[config.mk]
export PLATFORM = sky130hd
export DESIGN_NAME = hc_control_command_regs
export DESIGN_NICKNAME = d
export VERILOG_FILES = /design/src/shared/hc_regs_pkg.sv /design/src/design/frame_timer.sv /design/src/design/hc_control_command_regs.sv /design/src/design/ratio_tracker.sv
export SDC_FILE = /design/constraint.sdc
export NUM_CORES = 1
export LEC_CHECK = 0
export BUFFER_PORTS_ARGS = -buffer_cell sky130_fd_sc_hd__buf_2
export CAP_MARGIN = 20
export CORE_ASPECT_RATIO = 0.5
export CORE_MARGIN = 5
export CORE_UTILIZATION = 47
export DETAILED_ROUTE_END_ITERATION = 10
export PLACE_DENSITY_LB_ADDON = 0.25
export SETUP_SLACK_MARGIN = 0.05
export SLEW_MARGIN = 20
export SYNTH_ARGS = -nofsm -noshare
export SYNTH_HDL_FRONTEND = slang
export SYNTH_SLANG_ARGS = --single-unit
[constraint.sdc]
create_clock -name clk_sys_in -period 2 [get_ports clk_sys_in]
set_input_delay 0.1 -clock clk_sys_in [delete_from_list [all_inputs] [get_ports clk_sys_in]]
set_output_delay 0.1 -clock clk_sys_in [all_outputs]
set_load 0.1 [all_outputs]
[src/shared/hc_regs_pkg.sv]
package hc_regs_pkg;

    // ----------------------------------------------------------------
    // register access
    // ----------------------------------------------------------------
    localparam int ADDR_W = 8;
    localparam int DATA_W = 32;
    localparam logic [ADDR_W-1:0] CONTROL_OFFSET = 8'h04;
    localparam logic [ADDR_W-1:0] COMMAND_OFFSET = 8'h08;
    localparam logic [DATA_W-1:0] READ_ZERO = 32'h0000_0000;

    // ----------------------------------------------------------------
    // field layout
    // ----------------------------------------------------------------
    localparam int CTRL_W = 11;
    localparam int RATIO_W = 2;
    localparam int SOC_W = 2;
    localparam int SOC_LSB = 16;
    localparam int CMD_HCR_BIT = 0;
    localparam int CMD_CLF_BIT = 1;
    localparam int CMD_BLF_BIT = 2;
    localparam int CMD_OCR_BIT = 3;
    localparam int CMD_FLAGS_W = 4;
    localparam int CTRL_COUNT_W = 3;

    typedef enum logic [1:0] {
        bus_reset_state = 2'h0,
        bus_resume_state = 2'h1,
        bus_operational_state = 2'h2,
        bus_suspend_state = 2'h3
    } functional_state_t;

    // packed in register bit order, bit 10 down to bit 0
    typedef struct packed {
        logic remote_wake_enable;
        logic wakeup_connected;
        logic interrupt_routing;
        functional_state_t functional_state;
        logic bulk_list_enable;
        logic ctrl_list_enable;
        logic iso_enable;
        logic periodic_list_enable;
        logic [RATIO_W-1:0] ctrl_bulk_ratio;
    } host_control_t;

    localparam host_control_t CONTROL_RESET = 11'h000;

    typedef struct packed {
        logic periodic;
        logic iso;
        logic ctrl;
        logic bulk;
    } list_enable_t;

    localparam list_enable_t LISTS_OFF = 4'h0;

    // ----------------------------------------------------------------
    // timing
    // ----------------------------------------------------------------
    localparam int CLK_FREQ_MHZ = 100;
    localparam int FRAME_TIME_US = 1000;
    localparam int SOF_DELAY_US = 1000;
    localparam int FRAME_CYCLES_DEF = FRAME_TIME_US * CLK_FREQ_MHZ;
    localparam int SOF_DELAY_CYCLES_DEF = SOF_DELAY_US * CLK_FREQ_MHZ;
    localparam int TIMER_W = 20;

endpackage : hc_regs_pkg

[src/design/frame_timer.sv]
`timescale 1ns/10ps
module frame_timer
    import hc_regs_pkg::*;
#(
    parameter int DELAY_CYCLES = SOF_DELAY_CYCLES_DEF,
    parameter int FRAME_CYCLES = FRAME_CYCLES_DEF
)
(
    // clock and reset
    input wire logic clk_sys_in,
    input wire logic resetn_in,
    // control
    input wire logic start_in,
    input wire logic run_in,
    // frame events
    output logic sof_out,
    output logic eof_out
);

    localparam logic [TIMER_W-1:0] DELAY_LOAD = TIMER_W'(DELAY_CYCLES - 1);
    localparam logic [TIMER_W-1:0] FRAME_LOAD = TIMER_W'(FRAME_CYCLES - 1);
    localparam logic [TIMER_W-1:0] EOF_COUNT = 20'h00001;

    logic [TIMER_W-1:0] count_r;
    logic framing_r;

    // counter reloads on every start, so a brief stay outside
    // operational restarts the full delay before the first frame start
    always_ff @(posedge clk_sys_in or negedge resetn_in)
    begin
        if (!resetn_in)
        begin
            count_r <= '0;
            framing_r <= 1'b0;
            sof_out <= 1'b0;
            eof_out <= 1'b0;
        end
        else if (start_in)
        begin
            count_r <= DELAY_LOAD;
            framing_r <= 1'b0;
            sof_out <= 1'b0;
            eof_out <= 1'b0;
        end
        else if (!run_in)
        begin
            framing_r <= 1'b0;
            sof_out <= 1'b0;
            eof_out <= 1'b0;
        end
        else
        begin
            sof_out <= (count_r == '0);
            eof_out <= framing_r && (count_r == EOF_COUNT);
            if (count_r == '0)
            begin
                count_r <= FRAME_LOAD;
                framing_r <= 1'b1;
            end
            else
            begin
                count_r <= count_r - EOF_COUNT;
            end
        end
    end

endmodule : frame_timer

[src/design/hc_control_command_regs.sv]
`timescale 1ns/10ps
// What this block does
// - state field codes: bus reset 00, resume 01, operational 10, suspend 11.
// - entering operational from another state starts frame starts after one millisecond.
// - each frame start raises the frame-start flag for interrupt status bit 2.
// - hardware changes state only in suspend, moving to resume on downstream resume.
// - software reset gives suspend; hardware reset gives bus reset, hub and port reset.
// - bulk enable acts from next frame; clearing stops bulk after next frame start.
// - control enable acts from next frame; clearing stops control after next start.
// - isochronous descriptor found: continue if iso enabled, else halt periodic list.
// - setting iso enable takes effect next frame, never the current one.
// - periodic enable acts from next frame; clearing stops periodic after next start.
// - ratio field 00..11 serves one to four control descriptors per bulk one.
// - ratio compared with a served-control count kept across frame boundaries.
// - command register writes set bits on ones, ignore zeros; reads return all.
// - bits 17:16 count frames where periodic list missed end of frame.
// - on overrun, increment the count and raise the overrun flag, status bit 0.
// - overrun count starts at 00, wraps after 11, counts even if flag set.
module hc_control_command_regs
    import hc_regs_pkg::*;
#(
    parameter int FRAME_CYCLES = FRAME_CYCLES_DEF,
    parameter int SOF_DELAY_CYCLES = SOF_DELAY_CYCLES_DEF
)
(
    // clock and reset
    input wire logic clk_sys_in,
    input wire logic resetn_in,
    // register port
    input wire logic [hc_regs_pkg::ADDR_W-1:0] reg_addr_in,
    input wire logic reg_wr_in,
    input wire logic reg_rd_in,
    input wire logic [hc_regs_pkg::DATA_W-1:0] reg_wdata_in,
    output logic [hc_regs_pkg::DATA_W-1:0] reg_rdata_out,
    output logic reg_rvalid_out,
    // events from port and list engines
    input wire logic resume_detect_in,
    input wire logic periodic_done_in,
    input wire logic iso_ed_found_in,
    input wire logic ctrl_served_in,
    input wire logic bulk_served_in,
    input wire logic ctrl_filled_clear_in,
    input wire logic bulk_filled_clear_in,
    input wire logic ownership_done_in,
    // frame and list control
    output logic sof_out,
    output hc_regs_pkg::list_enable_t lists_out,
    output logic periodic_halt_out,
    output logic pick_control_out,
    // status events and port reset
    output logic frame_start_flag_out,
    output logic sched_overrun_out,
    output logic soft_reset_out,
    output logic port_reset_out
);

    import hc_regs_pkg::*;

    // ----------------------------------------------------------------
    // declarations
    // ----------------------------------------------------------------
    host_control_t ctrl_r;
    logic [CMD_FLAGS_W-1:0] cmd_flags_r;
    logic [SOC_W-1:0] soc_r;
    logic hcr_pending_r;
    logic periodic_done_r;
    logic start_pulse;
    logic sof;
    logic eof;
    logic overrun;
    logic wr_ctrl;
    logic wr_cmd;
    logic soft_reset;
    host_control_t wr_value;
    functional_state_t state_nxt;
    logic [CMD_FLAGS_W-1:0] hw_clear;
    logic [CMD_FLAGS_W-1:0] cmd_set;

    assign wr_ctrl = reg_wr_in && (reg_addr_in == CONTROL_OFFSET);
    assign wr_cmd = reg_wr_in && (reg_addr_in == COMMAND_OFFSET);
    assign wr_value = host_control_t'(reg_wdata_in[CTRL_W-1:0]);
    // reset request is acted on one cycle after it is written
    assign soft_reset = hcr_pending_r;
    assign cmd_set = wr_cmd ? reg_wdata_in[CMD_FLAGS_W-1:0] : '0;
    assign hw_clear[CMD_HCR_BIT] = 1'b0;
    assign hw_clear[CMD_CLF_BIT] = ctrl_filled_clear_in;
    assign hw_clear[CMD_BLF_BIT] = bulk_filled_clear_in;
    assign hw_clear[CMD_OCR_BIT] = ownership_done_in;

    // ----------------------------------------------------------------
    // functional state
    // ----------------------------------------------------------------
    always_comb
    begin
        state_nxt = ctrl_r.functional_state;
        if (soft_reset)
        begin
            state_nxt = bus_suspend_state;
        end
        else if (wr_ctrl)
        begin
            state_nxt = wr_value.functional_state;
        end
        else if (ctrl_r.functional_state == bus_suspend_state && resume_detect_in)
        begin
            state_nxt = bus_resume_state;
        end
    end

    // entry into operational from any other state arms the frame timer
    assign start_pulse = (state_nxt == bus_operational_state)
                         && (ctrl_r.functional_state != bus_operational_state);

    // ----------------------------------------------------------------
    // control register
    // ----------------------------------------------------------------
    always_ff @(posedge clk_sys_in or negedge resetn_in)
    begin
        if (!resetn_in)
        begin
            ctrl_r <= CONTROL_RESET;
        end
        else if (soft_reset)
        begin
            // wakeup-connected and routing survive a software reset
            ctrl_r <= CONTROL_RESET;
            ctrl_r.wakeup_connected <= ctrl_r.wakeup_connected;
            ctrl_r.interrupt_routing <= ctrl_r.interrupt_routing;
            ctrl_r.functional_state <= state_nxt;
        end
        else
        begin
            if (wr_ctrl)
            begin
                ctrl_r <= wr_value;
            end
            ctrl_r.functional_state <= state_nxt;
        end
    end

    // ----------------------------------------------------------------
    // command and status register
    // ----------------------------------------------------------------
    always_ff @(posedge clk_sys_in or negedge resetn_in)
    begin
        if (!resetn_in)
        begin
            cmd_flags_r <= '0;
            hcr_pending_r <= 1'b0;
        end
        else
        begin
            hcr_pending_r <= wr_cmd && reg_wdata_in[CMD_HCR_BIT];
            if (soft_reset)
            begin
                cmd_flags_r <= '0;
            end
            else
            begin
                // a one written in the same cycle as a hardware clear wins,
                // a zero written leaves that hardware clear in force
                cmd_flags_r <= (cmd_flags_r & ~hw_clear) | cmd_set;
            end
        end
    end

    // ----------------------------------------------------------------
    // scheduling overrun
    // ----------------------------------------------------------------
    assign overrun = eof && lists_out.periodic && !periodic_done_r;

    always_ff @(posedge clk_sys_in or negedge resetn_in)
    begin
        if (!resetn_in)
        begin
            periodic_done_r <= 1'b0;
        end
        else if (periodic_done_in)
        begin
            periodic_done_r <= 1'b1;
        end
        else if (sof)
        begin
            periodic_done_r <= 1'b0;
        end
    end

    // counter is not writable by software, so the count stays honest
    always_ff @(posedge clk_sys_in or negedge resetn_in)
    begin
        if (!resetn_in)
        begin
            soc_r <= '0;
        end
        else if (soft_reset)
        begin
            soc_r <= '0;
        end
        else if (overrun)
        begin
            soc_r <= soc_r + SOC_W'(1);
        end
    end

    // ----------------------------------------------------------------
    // frame timing and per-frame list enables
    // ----------------------------------------------------------------
    frame_timer #(
        .DELAY_CYCLES(SOF_DELAY_CYCLES),
        .FRAME_CYCLES(FRAME_CYCLES)
    ) u_frame_timer (
        .clk_sys_in(clk_sys_in),
        .resetn_in(resetn_in),
        .start_in(start_pulse),
        .run_in(ctrl_r.functional_state == bus_operational_state),
        .sof_out(sof),
        .eof_out(eof)
    );

    // enables are sampled only at frame start, so a change never
    // reaches the frame in progress
    always_ff @(posedge clk_sys_in or negedge resetn_in)
    begin
        if (!resetn_in)
        begin
            lists_out <= LISTS_OFF;
        end
        else if (ctrl_r.functional_state != bus_operational_state)
        begin
            lists_out <= LISTS_OFF;
        end
        else if (sof)
        begin
            lists_out.periodic <= ctrl_r.periodic_list_enable;
            lists_out.iso <= ctrl_r.iso_enable;
            lists_out.ctrl <= ctrl_r.ctrl_list_enable;
            lists_out.bulk <= ctrl_r.bulk_list_enable;
        end
    end

    // ----------------------------------------------------------------
    // event outputs
    // ----------------------------------------------------------------
    always_ff @(posedge clk_sys_in or negedge resetn_in)
    begin
        if (!resetn_in)
        begin
            sof_out <= 1'b0;
            frame_start_flag_out <= 1'b0;
            sched_overrun_out <= 1'b0;
            periodic_halt_out <= 1'b0;
            soft_reset_out <= 1'b0;
        end
        else
        begin
            sof_out <= sof;
            frame_start_flag_out <= sof;
            sched_overrun_out <= overrun;
            periodic_halt_out <= iso_ed_found_in && !lists_out.iso;
            soft_reset_out <= soft_reset;
        end
    end

    // bus reset state drives reset onto ports and the root hub
    always_ff @(posedge clk_sys_in or negedge resetn_in)
    begin
        if (!resetn_in)
        begin
            port_reset_out <= 1'b1;
        end
        else
        begin
            port_reset_out <= (state_nxt == bus_reset_state);
        end
    end

    ratio_tracker u_ratio_tracker (
        .clk_sys_in(clk_sys_in),
        .resetn_in(resetn_in),
        .ratio_in(ctrl_r.ctrl_bulk_ratio),
        .ctrl_served_in(ctrl_served_in),
        .bulk_served_in(bulk_served_in),
        .pick_control_out(pick_control_out)
    );

    // ----------------------------------------------------------------
    // read port
    // ----------------------------------------------------------------
    always_ff @(posedge clk_sys_in or negedge resetn_in)
    begin
        if (!resetn_in)
        begin
            reg_rdata_out <= READ_ZERO;
            reg_rvalid_out <= 1'b0;
        end
        else
        begin
            reg_rvalid_out <= reg_rd_in;
            reg_rdata_out <= READ_ZERO;
            if (reg_rd_in && reg_addr_in == CONTROL_OFFSET)
            begin
                reg_rdata_out <= DATA_W'(ctrl_r);
            end
            else if (reg_rd_in && reg_addr_in == COMMAND_OFFSET)
            begin
                reg_rdata_out <= DATA_W'({soc_r, {(SOC_LSB - CMD_FLAGS_W){1'b0}}, cmd_flags_r});
            end
        end
    end

endmodule : hc_control_command_regs

[src/design/ratio_tracker.sv]
`timescale 1ns/10ps
module ratio_tracker
    import hc_regs_pkg::*;
(
    // clock and reset
    input wire logic clk_sys_in,
    input wire logic resetn_in,
    // setting and service events
    input wire logic [RATIO_W-1:0] ratio_in,
    input wire logic ctrl_served_in,
    input wire logic bulk_served_in,
    // decision
    output logic pick_control_out
);

    logic [CTRL_COUNT_W-1:0] served_r;
    logic [CTRL_COUNT_W-1:0] limit;

    assign limit = CTRL_COUNT_W'(ratio_in) + CTRL_COUNT_W'(1);

    // count is never touched by frame boundaries, only by service events
    always_ff @(posedge clk_sys_in or negedge resetn_in)
    begin
        if (!resetn_in)
        begin
            served_r <= '0;
        end
        else if (bulk_served_in)
        begin
            served_r <= '0;
        end
        else if (ctrl_served_in && served_r < limit)
        begin
            served_r <= served_r + CTRL_COUNT_W'(1);
        end
    end

    always_ff @(posedge clk_sys_in or negedge resetn_in)
    begin
        if (!resetn_in)
        begin
            pick_control_out <= 1'b1;
        end
        else
        begin
            pick_control_out <= (served_r < limit);
        end
    end

endmodule : ratio_tracker

==> results of run 1 <==
registers in the layout, indices dropped and copies added (netlist names), 2 cells and up:
register                  count
lists_out                     4
u_ratio_tracker.served_r      3
soc_r                         2
cmd_flags_r                   4
reg_rdata_out                13
ctrl_r                       11
u_frame_timer.count_r        20
critical path: stages, from the launching register on:
cell and delay (ns):
dfrtp_2 0.44, nor4_4 0.31, buf_4 0.17, nand3b_1 0.14
buf_4 0.18, o211ai_1 0.16, buf_4 0.18, buf_4 0.12
nand3_1 0.07
cell families after synthesis:
| kind of cell | synth area share |
|---|---|
| xor gates and xnor gates | 0.01056 |
| adders and majority gates | 0.02639 |
| buffers and inverters | 0.06825 |
| and+or+nand+nor | 0.1999 |
| muxes | 0.04600 |
| other | 0.001130 |
| AOI/OAI and AO/OA | 0.1267 |
| DFF | 0.5211 |
power by group:
group	leakage, nW	internal [mW]	total (mW)	switching (mW)
clock network	0.149	1.09	1.67	0.577
logic	1.09	0.284	0.829	0.545
registers	0.894	1.53	1.69	0.162
layout make-up:
class                           instances  area share
Clock buffer                           10     0.05323
Tap cell                               92     0.02676
Clock inverter                          6     0.02065
Inverter                                8    0.006981
Timing Repair Buffer                   92      0.1431
Multi-Input combinational cell        223      0.3470
Sequential cell                        69      0.4023
metal layers:
metal / global-route usage / part of all wire / vias to the layer above / wire [µm]
met4: 0.05471 / 0.011 / 0 / 83
met2: 0.2942 / 0.52 / 78 / 4074
met1: 0.2297 / 0.41 / 1293 / 3216
met5: 0 / 0 / - / 0
met3: 0.06385 / 0.066 / 6 / 517
li1: - / - / 1240 / -
worst paths after layout:
check	to	start	cells past startpoint	slack [ns]
setup / recovery	u_frame_timer.count_r[5]$_DFFE_PN0P_	u_frame_timer.count_r[2]$_DFFE_PN0P_	8	0.08
hold / removal	ctrl_r[9]$_DFFE_PN0P_	reg_wdata_in[9]	2	0.01
setup reg to reg	u_frame_timer.count_r[5]$_DFFE_PN0P_	u_frame_timer.count_r[2]$_DFFE_PN0P_	8	0.08
hold reg to reg	sched_overrun_out$_DFF_PN0_	periodic_done_r$_DFFE_PN0P_	1	0.47
max in group asynchronous	lists_out[3]$_DFFE_PN0P_	resetn_in	3	0.88
min in group asynchronous	lists_out[0]$_DFFE_PN0P_	resetn_in	2	0.42
timing repair:
| item | 4_1_cts | 5_1_grt |
|---|---|---|
| endpoints found under the hold margin | 37 | 0 |
| gates resized for setup | 2 | 12 |
| setup endpoints to repair | 5 | 13 |
| pin swaps | 1 | 5 |
| hold buffers | 6 | 0 |
| cloned | 0 | 2 |
| buffers inserted | 1 | 5 |
placed cells by master (no fill, tap or decap), types with 6 or more instances in the layout:
cell type	n
a21oi_1	9
a22o_1	6
and2_1	11
buf_2	55
buf_4	28
clkbuf_16	11
conb_1	19
dfrtp_1	66
dlygate4sd3_1	6
ha_1	7
inv_1	8
mux2i_1	13
nand2_1	11
nand3_1	6
nor2_1	41
nor2b_1	8
nor3_1	11
o21ai_0	12
metrics by stage:
| step | cell area, µm² | instances | power (mW) | util |
|---|---|---|---|---|
| 3_3_place_gp | 3765 | 470 | 2.423 | 0.5554 |
| 2_1_floorplan | 3386 | 330 | 2.248 | - |
| 4_1_cts | 4155 | 493 | 4.165 | 0.6130 |
| 6_report | 4302 | 500 | 4.189 | 0.6346 |
| 3_5_place_dp | 3765 | 470 | 2.474 | 0.5554 |
| 5_1_grt | 4302 | 500 | 4.392 | 0.6346 |
==> results.py, run 1 <==
metrics = {
    "run_status": {
        "outcome": "complete, no violations",
    },
    "synth": {
        "async_reset_ff_frac": 1.000,
        "ys_ff_latch": 69,
        "avgSynthCellArea_um2": 10.64,
        "yosysMostFrequentCell": "dfrtp_1",
        "synthCells": 312,
        "synth-seq-area-share": 0.5211,
        "synth.cell_area_um2": 3318,
        "yosysTopAreaCellShare": 0.5053,
        "synth_top_area_cell": "dfrtp_1",
        "yosys_warnings": 0,
        "yosys-top-cells-count": "dfrtp_1, nor2_1, buf_4, nor3_1, o21ai_0",
        "synthTopCellsByArea": "dfrtp_1, nor2_1, buf_4",
        "synth_edf_count": 0,
        "synth.distinct_cells": 52,
        "ys.flop_type": "dfrtp_1",
    },
    "clock_network": {
        "cts_max_level": 3,
        "clk_latency_ns": 0.33,
        "clk_pin_slew_ns": 0.06,
        "clk_path_buf_depth": 2,
        "cts-root-buf": "clkbuf_16",
        "numCtsBuffers": 9,
        "cts_tree": "yes",
        "cts.sinks": 69,
    },
    "timing": {
        "fin_tns_setup_ns": 0,
        "finalSetupViolCount": 0,
        "fin_skew_ns": 0.006876,
        "relSlewSlack": 0.4696,
        "setup_ws_ns": 0.08227,
        "period_needed_ns": 1.918,
        "rsz0062_at_grt": "yes",
        "drv_slew": 0,
        "fin_crit_sh": 0.9589,
        "tightestPinTransition_ns": 0.7956,
        "hold_violations": 0,
        "max_freq_ghz": 0.5214,
        "holdWs_ns": 0.009643,
    },
    "power": {
        "p_leak_nw": 2.137,
        "peakVddDrop_mv": 0.4546,
        "cellPowerDensity_nw_per_um2": 973.8,
    },
    "worst_setup_path": {
        "start_kind": "flip-flop",
        "critPathArrivalTime_ns": 2.11,
        "end_kind": "flip-flop",
        "crit_required_ns": 2.19,
        "path_class": "flip-flop to flip-flop",
        "critPathMaxFanout": 6,
    },
    "cells_and_area": {
        "num_antenna_cells": 0,
        "fill_cells": 537,
        "drive_gt1_frac": 0.3039,
        "regArea_um2": 1730,
        "syn2layout_area_growth_pct": 29.64,
        "fin_nets": 462,
        "multi_input_area_um2": 1493,
    },
    "floorplanning": {
        "die_area_um2": 8942,
        "start_util": 0.4895,
        "die_h_um": 69.42,
        "core-area_um2": 6779,
        "rows": 21,
        "io_pins": 96,
        "dieWidth_um": 128.8,
    },
    "place": {
        "io_buffer_count": 55,
        "gp_congestion": 0.8052,
        "hpwlAfterDp_um": 5283,
        "dp_slack_ns": 0.02967,
    },
    "job": {
        "cap_violations": 0,
    },
    "global_route": {
        "grt_overflow": 0,
        "grt_max_degree": 36,
        "first_global_vias": 2644,
        "grt_pass1_wl_um": 12900,
        "gr-usage-all-layers": 0.1818,
        "antenna_found_initial": 0,
    },
    "route": {
        "drtAntennaViolNets": 0,
        "routedWlPerCell_um": 15.78,
        "viasPerCell": 5.234,
        "drt_iter0_drc": 234,
        "remaining_drc_errors": 0,
        "first_pass_iters": 4,
        "drt_wl_total_um": 7891,
        "vias": 2617,
    },
    "min_path": {
        "min_path_type": "input pin to flip-flop",
    },
}
Power figures use the tool's default switching activity.
==> run 2: changes to the inputs <==
==> constraint.sdc (replaced) <==
create_clock -name clk_sys_in -period 1.5 [get_ports clk_sys_in]
set_input_delay 0.075 -clock clk_sys_in [delete_from_list [all_inputs] [get_ports clk_sys_in]]
set_output_delay 0.075 -clock clk_sys_in [all_outputs]
set_load 0.1 [all_outputs]
==> run 2 against run 1 <==
  * The run now ends with negative setup slack left
  * Via count grew 14%
  * Sequential share of layout area down 4.5 points
  * Total power rose by 50%
  * Combinational power is 94% higher
  * Clock skew down 0.0021 ns
  * Register-to-register slack got worse by 0.47 ns
  * First-iteration DRC count rose by 28%
  * Clock power up 49%
  * Clock-buffer cell count increased by 1
  * Non-clock buffer count is 50 higher
  * Largest power group is now clock
==> results.py, run 2 (synthesis gave the netlist of run 1 again) <==
metrics = {
    "global_route": {
        "grt_max_degree": 70,
        "first_global_vias": 3144,
        "gr-usage-all-layers": 0.2044,
        "grt_pass1_wl_um": 14580,
        "antenna_found_initial": 0,
        "grt_overflow": 0,
    },
    "cells_and_area": {
        "final_core_util": 0.7158,
        "mostFrequentLayoutCell": "buf_4",
        "mostFrequentLayoutCells": "buf_4, dfrtp_1, buf_2, nor2_1, conb_1",
        "syn2layout_area_growth_pct": 46.23,
        "num_antenna_cells": 0,
        "reg_top3": "u_frame_timer.count_r: 20 flops, reg_rdata_out: 13 flops, ctrl_r: 11 flops",
        "fin_nets": 512,
        "drive_gt1_frac": 0.4279,
        "regMostFlops": "u_frame_timer.count_r",
        "largest_register_ff_count": 20,
    },
    "timing": {
        "max_freq_ghz": 0.5286,
        "rsz0062_at_grt": "yes",
        "fin_crit_sh": 1.261,
        "setup_ws_ns": -0.3919,
        "drv_slew": 0,
        "hold_violations": 0,
        "holdWs_ns": 0.01221,
        "fin_skew_ns": 0.004749,
        "period_needed_ns": 1.892,
        "finalSetupViolCount": 26,
    },
    "worst_setup_path": {
        "reg2reg_to": "u_frame_timer.count_r[15]$_DFFE_PN0P_",
        "rr_startpoint": "u_frame_timer.count_r[5]$_DFFE_PN0P_",
        "start_kind": "flip-flop",
        "critPathArrivalTime_ns": 2.09,
        "end_kind": "flip-flop",
        "r2r_slack_ns": -0.39,
        "crit_start": "u_frame_timer.count_r[5]$_DFFE_PN0P_",
        "crit_required_ns": 1.70,
        "r2r_cells": 6,
        "critPathMaxFanout": 5,
        "path_class": "flip-flop to flip-flop",
    },
    "clock_network": {
        "clk_latency_ns": 0.33,
        "numCtsBuffers": 9,
        "cts.sinks": 69,
        "cts_tree": "yes",
        "cts-root-buf": "clkbuf_16",
        "clk_path_buf_depth": 2,
        "cts_max_level": 3,
        "clk_pin_slew_ns": 0.06,
    },
    "route": {
        "vias": 2994,
        "drt_iter0_drc": 299,
        "drt_wl_total_um": 9212,
        "first_pass_iters": 7,
        "remaining_drc_errors": 0,
        "drtAntennaViolNets": 0,
        "routedWlPerCell_um": 16.75,
        "viasPerCell": 5.444,
    },
    "min_path": {
        "holdPathEnd": "cmd_flags_r[1]$_DFF_PN0_",
        "hold_depth": 3,
        "hp-start": "reg_wdata_in[1]",
        "min_path_type": "input pin to flip-flop",
    },
    "floorplanning": {
        "rows": 21,
        "die_h_um": 69.42,
        "io_pins": 96,
        "dieWidth_um": 128.8,
        "core-area_um2": 6779,
        "die_area_um2": 8942,
        "start_util": 0.4895,
    },
    "place": {
        "io_buffer_count": 55,
        "gp_congestion": 0.8590,
        "hpwlAfterDp_um": 5711,
    },
    "run_status": {
        "outcome": "finished, violations left",
        "failed_checks": "negative setup slack",
    },
    "power": {
        "p_leak_nw": 2.404,
        "peakVddDrop_mv": 0.6000,
        "cellPowerDensity_nw_per_um2": 1292,
    },
    "job": {
        "cap_violations": 0,
    },
}
## run 2: changes by cell type in the layout (fill, tap and decap cells not counted), moves of 3 or more
| cell | previous run | this run |
|---|---|---|
| a21oi_2 | 2 | 5 |
| buf_6 | 0 | 10 |
| buf_4 | 28 | 66 |
| a21oi_1 | 9 | 5 |
| dlygate4sd3_1 | 6 | 9 |
| o21ai_0 | 12 | 6 |
| o21ai_1 | 3 | 7 |
## run 2: power by group
| part | total (mW) | internal, mW | switching, mW |
|---|---|---|---|
| logic | 1.61 | 0.641 | 0.972 |
| registers | 2.18 | 2.04 | 0.133 |
| clock network | 2.48 | 1.68 | 0.805 |
| total | 6.27 | 4.36 | 1.91 |
## run 2: repair_timing
item / in CTS / in global routing
setup endpoints to repair: 27 / 27
buffers inserted: 12 / 9
hold endpoints to repair: 77 / 0
gates resized for setup: 32 / 21
pin swaps: 15 / 6
hold buffers: 9 / 0
## run 2: metal layers
layer | routed length [µm] | global-route usage
met5 | 0 | 0
met1 | 3608 | 0.2404
met3 | 782 | 0.05538
met4 | 189 | 0.08731
met2 | 4632 | 0.3509
## run 2: worst max path at each step
stage                                                        to  slack [ns]  cells past startpoint
final                     u_frame_timer.count_r[15]$_DFFE_PN0P_       -0.39                      6
after global placement    u_frame_timer.count_r[18]$_DFFE_PN0P_       -0.32                      7
after detailed placement  u_frame_timer.count_r[18]$_DFFE_PN0P_       -0.50                      7
after CTS                 u_frame_timer.count_r[17]$_DFFE_PN0P_       -0.30                      7
after global routing      u_frame_timer.count_r[17]$_DFFE_PN0P_       -0.50                      7
after floorplan            u_frame_timer.count_r[6]$_DFFE_PN0P_       -0.26                      6
## run 2: worst max-delay path, cell delays in order (launching register included)
cell	delay, ns
dfrtp_2	0.43
nor4_4	0.34
and2_1	0.27
o211ai_1	0.14
buf_4	0.21
o41ai_1	0.24
o31ai_1	0.13
## run 2: area by class of cell
| type | count | area (µm²) |
|---|---|---|
| Multi-Input combinational cell | 223 | 1613 |
| Sequential cell | 69 | 1732 |
| Fill cell | 406 | 1927 |
| Inverter | 8 | 30.03 |
| Timing Repair Buffer | 142 | 1013 |
| Clock buffer | 11 | 242.7 |
| Tap cell | 92 | 115.1 |
| Clock inverter | 5 | 106.4 |
## run 2: through the flow
step | setup WS (ns) | std cells | TNS [ns] | instance area (µm²) | power [mW]
after floorplan | -0.2622 | 330 | -3.753 | 3415 | 3.025
after global placement | -0.3167 | 505 | -4.667 | 4069 | 3.471
after detailed placement | -0.5046 | 505 | -6.960 | 4069 | 3.523
after CTS | -0.3040 | 541 | -5.344 | 4711 | 6.128
after global routing | -0.5032 | 550 | -9.776 | 4852 | 6.488
final | -0.3919 | 550 | -7.341 | 4852 | 6.270
